## config.mk

```make
export PLATFORM = sky130hd
export DESIGN_NAME = stream_fifo_flat
export DESIGN_NICKNAME = d
export VERILOG_FILES = /design/src/hw/fifo_if.sv /design/src/hw/stream_fifo.sv /design/src/flat_wrapper.sv
export SDC_FILE = /design/constraint.sdc
export NUM_CORES = 1
export LEC_CHECK = 0
export BUFFER_PORTS_ARGS = -buffer_cell sky130_fd_sc_hd__buf_2
export CORE_ASPECT_RATIO = 1.75
export CORE_MARGIN = 1
export CORE_UTILIZATION = 45
export CTS_CLUSTER_DIAMETER = 60
export CTS_CLUSTER_SIZE = 24
export DETAILED_ROUTE_END_ITERATION = 7
export MAX_ROUTING_LAYER = met4
export PLACE_DENSITY = 0.68
export SKIP_LAST_GASP = 1
export SYNTH_ARGS = -nofsm -noshare
export SYNTH_HDL_FRONTEND = slang
export SYNTH_SLANG_ARGS = --single-unit
```

## constraint.sdc

```tcl
create_clock -name clk_sys -period 3.1 [get_ports clk_sys]
set_input_delay 0.31 -clock clk_sys [delete_from_list [all_inputs] [get_ports clk_sys]]
set_output_delay 0.31 -clock clk_sys [all_outputs]
set_load 0.05 [all_outputs]
```

## src/hw/fifo_if.sv

```systemverilog
// Valid/ready bundle between the controller and its output FIFO.
// Both ends run on clk_sys.
`timescale 1ns/10ps
interface fifo_if #(parameter int W = 1);
    logic push_valid;
    logic push_ready;
    logic [W-1:0] push_data;
    logic pop_valid;
    logic pop_ready;
    logic [W-1:0] pop_data;
    modport src (output push_valid, push_data, pop_ready, input push_ready, pop_valid, pop_data);
    modport store (input push_valid, push_data, pop_ready, output push_ready, pop_valid, pop_data);
endinterface

```

## src/hw/stream_fifo.sv

```systemverilog
// Flip-flop FIFO with valid/ready on both sides.
// Single clock domain; rst synchronous active high.
`timescale 1ns/10ps
module stream_fifo #(
    parameter int W = 1,
    parameter int DEPTH = 8
) (
    // Clock and reset
    input wire logic clk_sys,
    input wire logic rst,
    // Queue
    fifo_if.store q
);
    localparam int AW = (DEPTH > 1) ? $clog2(DEPTH) : 1;

    typedef struct packed {
        logic [DEPTH-1:0][W-1:0] mem;
        logic [AW-1:0] wp;
        logic [AW-1:0] rp;
        logic [AW:0] cnt;
    } fq_t;

    fq_t s_r;
    fq_t s_nxt;
    logic do_push;
    logic do_pop;

    // Depth need not be a power of two
    function automatic logic [AW-1:0] bump(input logic [AW-1:0] p);
        return (p == AW'(DEPTH - 1)) ? '0 : p + 1'b1;
    endfunction

    assign q.push_ready = (s_r.cnt != (AW+1)'(DEPTH));
    assign q.pop_valid = (s_r.cnt != '0);
    assign q.pop_data = s_r.mem[s_r.rp];
    assign do_push = q.push_valid & q.push_ready;
    assign do_pop = q.pop_ready & q.pop_valid;

    always_comb begin
        s_nxt = s_r;
        if (do_push) begin
            s_nxt.mem[s_r.wp] = q.push_data;
            s_nxt.wp = bump(s_r.wp);
        end
        if (do_pop) begin
            s_nxt.rp = bump(s_r.rp);
        end
        s_nxt.cnt = s_r.cnt + (AW+1)'(do_push) - (AW+1)'(do_pop);
    end

    always_ff @(posedge clk_sys) begin
        if (rst) begin
            s_r <= '0;
        end else begin
            s_r <= s_nxt;
        end
    end
endmodule // stream_fifo

```

## src/flat_wrapper.sv

```systemverilog
// flat-port wrapper written by rule: the top's interface ports become plain ports
module stream_fifo_flat 
#(
    parameter int W = 1,
    parameter int DEPTH = 8
)
  (clk_sys, rst, q_push_valid, q_push_data, q_pop_ready, q_push_ready, q_pop_valid, q_pop_data);
  fifo_if #(.W(W)) q_i ();
  input wire logic clk_sys;
  input wire logic rst;
  input wire logic [$bits(q_i.push_valid)-1:0] q_push_valid;
  input wire logic [$bits(q_i.push_data)-1:0] q_push_data;
  input wire logic [$bits(q_i.pop_ready)-1:0] q_pop_ready;
  output wire logic [$bits(q_i.push_ready)-1:0] q_push_ready;
  output wire logic [$bits(q_i.pop_valid)-1:0] q_pop_valid;
  output wire logic [$bits(q_i.pop_data)-1:0] q_pop_data;
  assign q_i.push_valid = q_push_valid;
  assign q_i.push_data = q_push_data;
  assign q_i.pop_ready = q_pop_ready;
  assign q_push_ready = q_i.push_ready;
  assign q_pop_valid = q_i.pop_valid;
  assign q_pop_data = q_i.pop_data;
  stream_fifo #(.W(W), .DEPTH(DEPTH)) u_core (.clk_sys(clk_sys), .rst(rst), .q(q_i));
endmodule
```

Word level (Yosys, flattened, before mapping)
Index checks and enable logic that the tools add are counted.
{ "op_classes": {"add_sub_neg": 4, "magnitude_cmp": 3, "n_eq_ne": 3, "mux": 7, "bitwise": 2, "n_reduce_logical": 2} }
{ "ops": {"columns": ["cell", "n"], "rows": [
  ["8-bit bitwise mux", 1],
  ["3-bit by 4-bit < comparator with 1-bit output (second input constant)", 2],
  ["3-bit by 1-bit adder with 3-bit output (second input constant)", 2],
  ["3-bit == test (second input constant)", 2],
  ["3-bit two-way mux", 2],
  ["4-bit by 1-bit adder with 4-bit output", 1],
  ["4-bit inequality test (second input constant)", 1],
  ["4-bit nonzero test", 1],
  ["4-bit by 1-bit subtractor with 4-bit output", 1],
  ["1-bit binary-select mux with 3-bit select", 1],
  ["1-bit demux with 3-bit select", 1],
  ["3-bit by 1-bit >= comparator with 1-bit output (second input constant)", 1],
  ["1-bit bitwise AND", 2],
  ["1-bit two-way mux", 2],
  ["1-bit logical AND", 1]
]} }
{ "word_totals": {"ff_bits": 18} }

Longest topological paths before layout
{ "logic_depth": {"depth_word": 5, "ltp_mapped": 12} }

Worst setup path after synthesis
OpenSTA, ideal clock, no wires.
{ "synth_path": {"path_kind": "flip-flop to flip-flop", "from": "reg u_core.s_r[2] (netlist bit)", "to": "reg u_core.s_r[2] (netlist bit)", "setup_ns": 0.127, "arrival_time_ns": 2.323, "slack_ns": 0.650, "path_stages_with_launch": 13, "path_cell_list": "dfxtp_1 inv_1 ha_1 or3b_4 and2_1 buf_6 ha_1 inv_1 ha_1 inv_1 fa_1 xor2_1 nor2_1"} }
{ "synth_rtl": {"columns": ["item", "line", "rtl"], "rows": [
  ["start, declared", "stream_fifo.sv:23", "fq_t s_r;"],
  ["start signal, assigned", "stream_fifo.sv:55", "s_r <= s_nxt;"],
  ["4-bit nonzero test", "stream_fifo.sv:34", "assign q.pop_valid = (s_r.cnt != '0);"],
  ["named net q_pop_valid", "flat_wrapper.sv:15", "output wire logic [$bits(q_i.pop_valid)-1:0] q_pop_valid;"],
  ["1-bit bitwise AND", "stream_fifo.sv:37", "assign do_pop = q.pop_ready & q.pop_valid;"],
  ["named net u_core.do_pop", "stream_fifo.sv:26", "logic do_pop;"],
  ["4-bit by 1-bit subtractor with 4-bit output", "stream_fifo.sv:48", "s_nxt.cnt = s_r.cnt + (AW+1)'(do_push) - (AW+1)'(do_pop);"]
]} }
The timed path passes the listed nets, and every way through them passes these cells.
A chain may end at the register's enable or synchronous reset.

Worst setup path after layout
{ "layout_path": {"from": "reg u_core.s_r[2] (netlist bit)", "to": "reg u_core.s_r[2] (netlist bit)"} }
{ "layout_via": {"elab_chain_len": 4} }
{ "layout_lines": {"columns": ["item", "line", "rtl"], "rows": [
  ["4-bit inequality test", "stream_fifo.sv:33", "assign q.push_ready = (s_r.cnt != (AW+1)'(DEPTH));"],
  ["1-bit bitwise AND", "stream_fifo.sv:36", "assign do_push = q.push_valid & q.push_ready;"],
  ["4-bit by 1-bit adder with 4-bit output", "stream_fifo.sv:48", null],
  ["4-bit by 1-bit subtractor with 4-bit output (*)", "stream_fifo.sv:48", null]
]} }
Mark *: on every way between the ends. The rest lies on a longest branch, timed or not.

==> results.toml <==
[run_status]
status = "completed"

[floorplan]
pin_count = 8
coreArea_mm2 = 0.002147
start_util = 0.4848
row_count = 22
die_area_mm2 = 0.002517
die_x_um = 38.36
die_y_um = 65.63

[final_layout]
final_cell_mix = "dfxtp_1 (18), nand2b_1 (14), ha_1 (10)"
reg_top3 = "u_core.s_r: 18 flops"
drive_gt1_frac = 0.1565
largest_reg_flops = 18
syn_to_final_growth_pct = 7.091
num-nets-final = 132
n_antenna_cell = 0
fill_cells = 216
regArea_um2 = 360.3
final_area_mm2 = 0.001115
regMostFlops = "u_core.s_r"
final_common_cell = "dfxtp_1"
multiInputGateArea_um2 = 615.6

[yosys]
synth_edf_count = 0
synth_area_mm2 = 0.001041
synthCells = 109
ys_seq_elements = 18
yosysTopAreaCell = "dfxtp_1"
yosys_warnings = 0
synthTopCellsByArea = "dfxtp_1 (35%), ha_1 (12%), mux2i_1 (8.7%)"
synth_nets = 125
ys_seq_area_frac = 0.3462
synth_area_per_cell_um2 = 9.550
netlist.area_leader.share = 0.3462
synth_cell_types = 28
ys.flop_type = "dfxtp_1"
synthArstFlopShare = 0

[routing]
routed_wl_um = 1890
ant_nets = 0
drt_iter0_drc = 12
vias = 766
first_pass_iters = 4
drc = 0
wl_per_cell_um = 13.60
vias_per_cell = 5.511

[grt]
grtUsageMet1 = 0.1842
met2_usage = 0.3242
grt_pass1_wl_um = 3132
gr-total-overflow = 0
top_usage_layer = "met2"
globalRouteMet3Util = 0.02027
grt_max_degree = 25
antenna_found_initial = 0
grt_usage = 0.1854
grt_pass1_vias = 759

[worst_setup_path]
start_kind = "flop"
critPathCaptureType = "flop"
cpLargestDelayFamily = "adder cells"
critPathMaxFanout = 4
path_buf_inv = 3
max_stage_delay_ps = 370
critPathSlowestCell = "or3b_4"
crit_required_ps = 3290
critical_path_class = "reg2reg"
cp.arrival_ps = 2600
worstPathCellList = "inv_1, ha_1, or3b_4, and2_1, ha_1, inv_1, ha_1, inv_1, fa_1, xor2_1, nor2_1"

[clock_tree]
cts_tree = "built"
cts_made_buffers = 3
clk_latency_ps = 300
clock-sinks = 18
cts_hold_buf = 0
postCtsSetupBuffers = 0
root_buffer = "clkbuf_4"
ctsResizeCount = 0
cts.clk_slew.worst_paths_ps = 110
clockBufferDepth = 2
htreeDepth = 1

[power]
switching_power_uw = 323.6
ir_drop_v = 0.0002988
p_int_uw = 488.8
p_comb_frac = 0.432
swShare = 0.3983
power.density_mw_per_mm2 = 728.7
pwr-share-clk = 0.182
power_frac_seq = 0.386
p_leak_nw = 0.4976

[sta]
rsz0062_at_grt = "false"
fin_setup_tns_ps = 0
hold_viol = 0
final.setup_skew_ps = 6.823
period_needed_ps = 2404
max_freq_ghz = 0.4159
post-route-period-util = 0.7756
tightest_slew_ps = 411.8
drv_slew = 0
relSlewSlack = 0.7243
finalSetupViolCount = 0

[placement]
io_buffers = 7
place_area_mm2 = 0.001079
dpl.hpwl_um = 1456
place_congestion = 0.7395

[run]
drv_cap = 0

[worst_hold_path]
hp-class = "in2reg"
per-layer routing:
layer  vias to the layer above  share of wire
met5                         -              0
met4                         0          0.026
met3                         5          0.029
met2                        12           0.54
met1                       359           0.41
li1                        390              -
synthesized netlist by cell type, types with 2 or more instances:
master / n
inv_1: 9
nand4b_1: 3
nand4_1: 3
nor2_1: 5
nand2b_1: 14
a21oi_1: 4
o31ai_1: 2
nand3_1: 7
ha_1: 10
mux4_2: 2
o21ai_0: 3
nor2b_1: 3
dfxtp_1: 18
mux2i_1: 9
clkbuf_1: 3
nor3_1: 2
worst register-to-register path, delay by kind of cell, from the launching register on:
family	cells	cell delay, ps
xor+xnor	1	160
fa+ha+maj	4	970
buf+inv	3	200
flops	1	320
simple gates	3	650
power groups by stage:
stage                     Clock [mW]  Combinational, mW  Sequential [mW]
final                          0.148              0.351            0.313
after global routing           0.162              0.390            0.320
after CTS                      0.150              0.360            0.314
after detailed placement           0              0.358            0.319
after global placement             0              0.348            0.317
after floorplan                    0              0.306            0.308
logic make-up (layout without fill, tap and decap cells):
group	after synthesis	after routing	share of synthesized area
and+or+nand+nor	41	41	0.2416
buffers and inverters	15	21	0.06249
DFF	18	18	0.3462
muxes	12	12	0.1406
AOI/OAI and AO/OA	11	11	0.06129
adders and majority gates	11	11	0.1394
xor gates and xnor gates	1	1	0.008415
per-stage QoR:
stage,util,setup WS [ps],hold WS [ps],std cells,power (mW)
3_5_place_dp,0.5023,707.9,475.5,135,0.6774
6_report,0.5192,695.6,254.3,139,0.8123
5_1_grt,0.5192,595.6,278.1,139,0.8721
3_3_place_gp,0.5023,776.1,465.0,135,0.6649
4_1_cts,0.5192,682.0,254.5,139,0.8230
2_1_floorplan,-,649.8,442.4,109,0.6138
final timing paths:
path	depth (start not counted)	endpoint	slack (ps)	start
setup / recovery	11	u_core.s_r[2]	700	u_core.s_r[2]
hold / removal	3	u_core.s_r[4]	250	q_pop_ready
setup reg to reg	11	u_core.s_r[2]	700	u_core.s_r[2]
hold reg to reg	2	u_core.s_r[12]	480	u_core.s_r[12]
area by class of cell:
cell class	instances	area share
tap	24	0.02694
multi-input combinational	76	0.5522
inverter	10	0.03367
timing repair buffer	7	0.03143
clock buffer	4	0.03255
sequential	18	0.3232
Power figures use the tool's default switching activity.
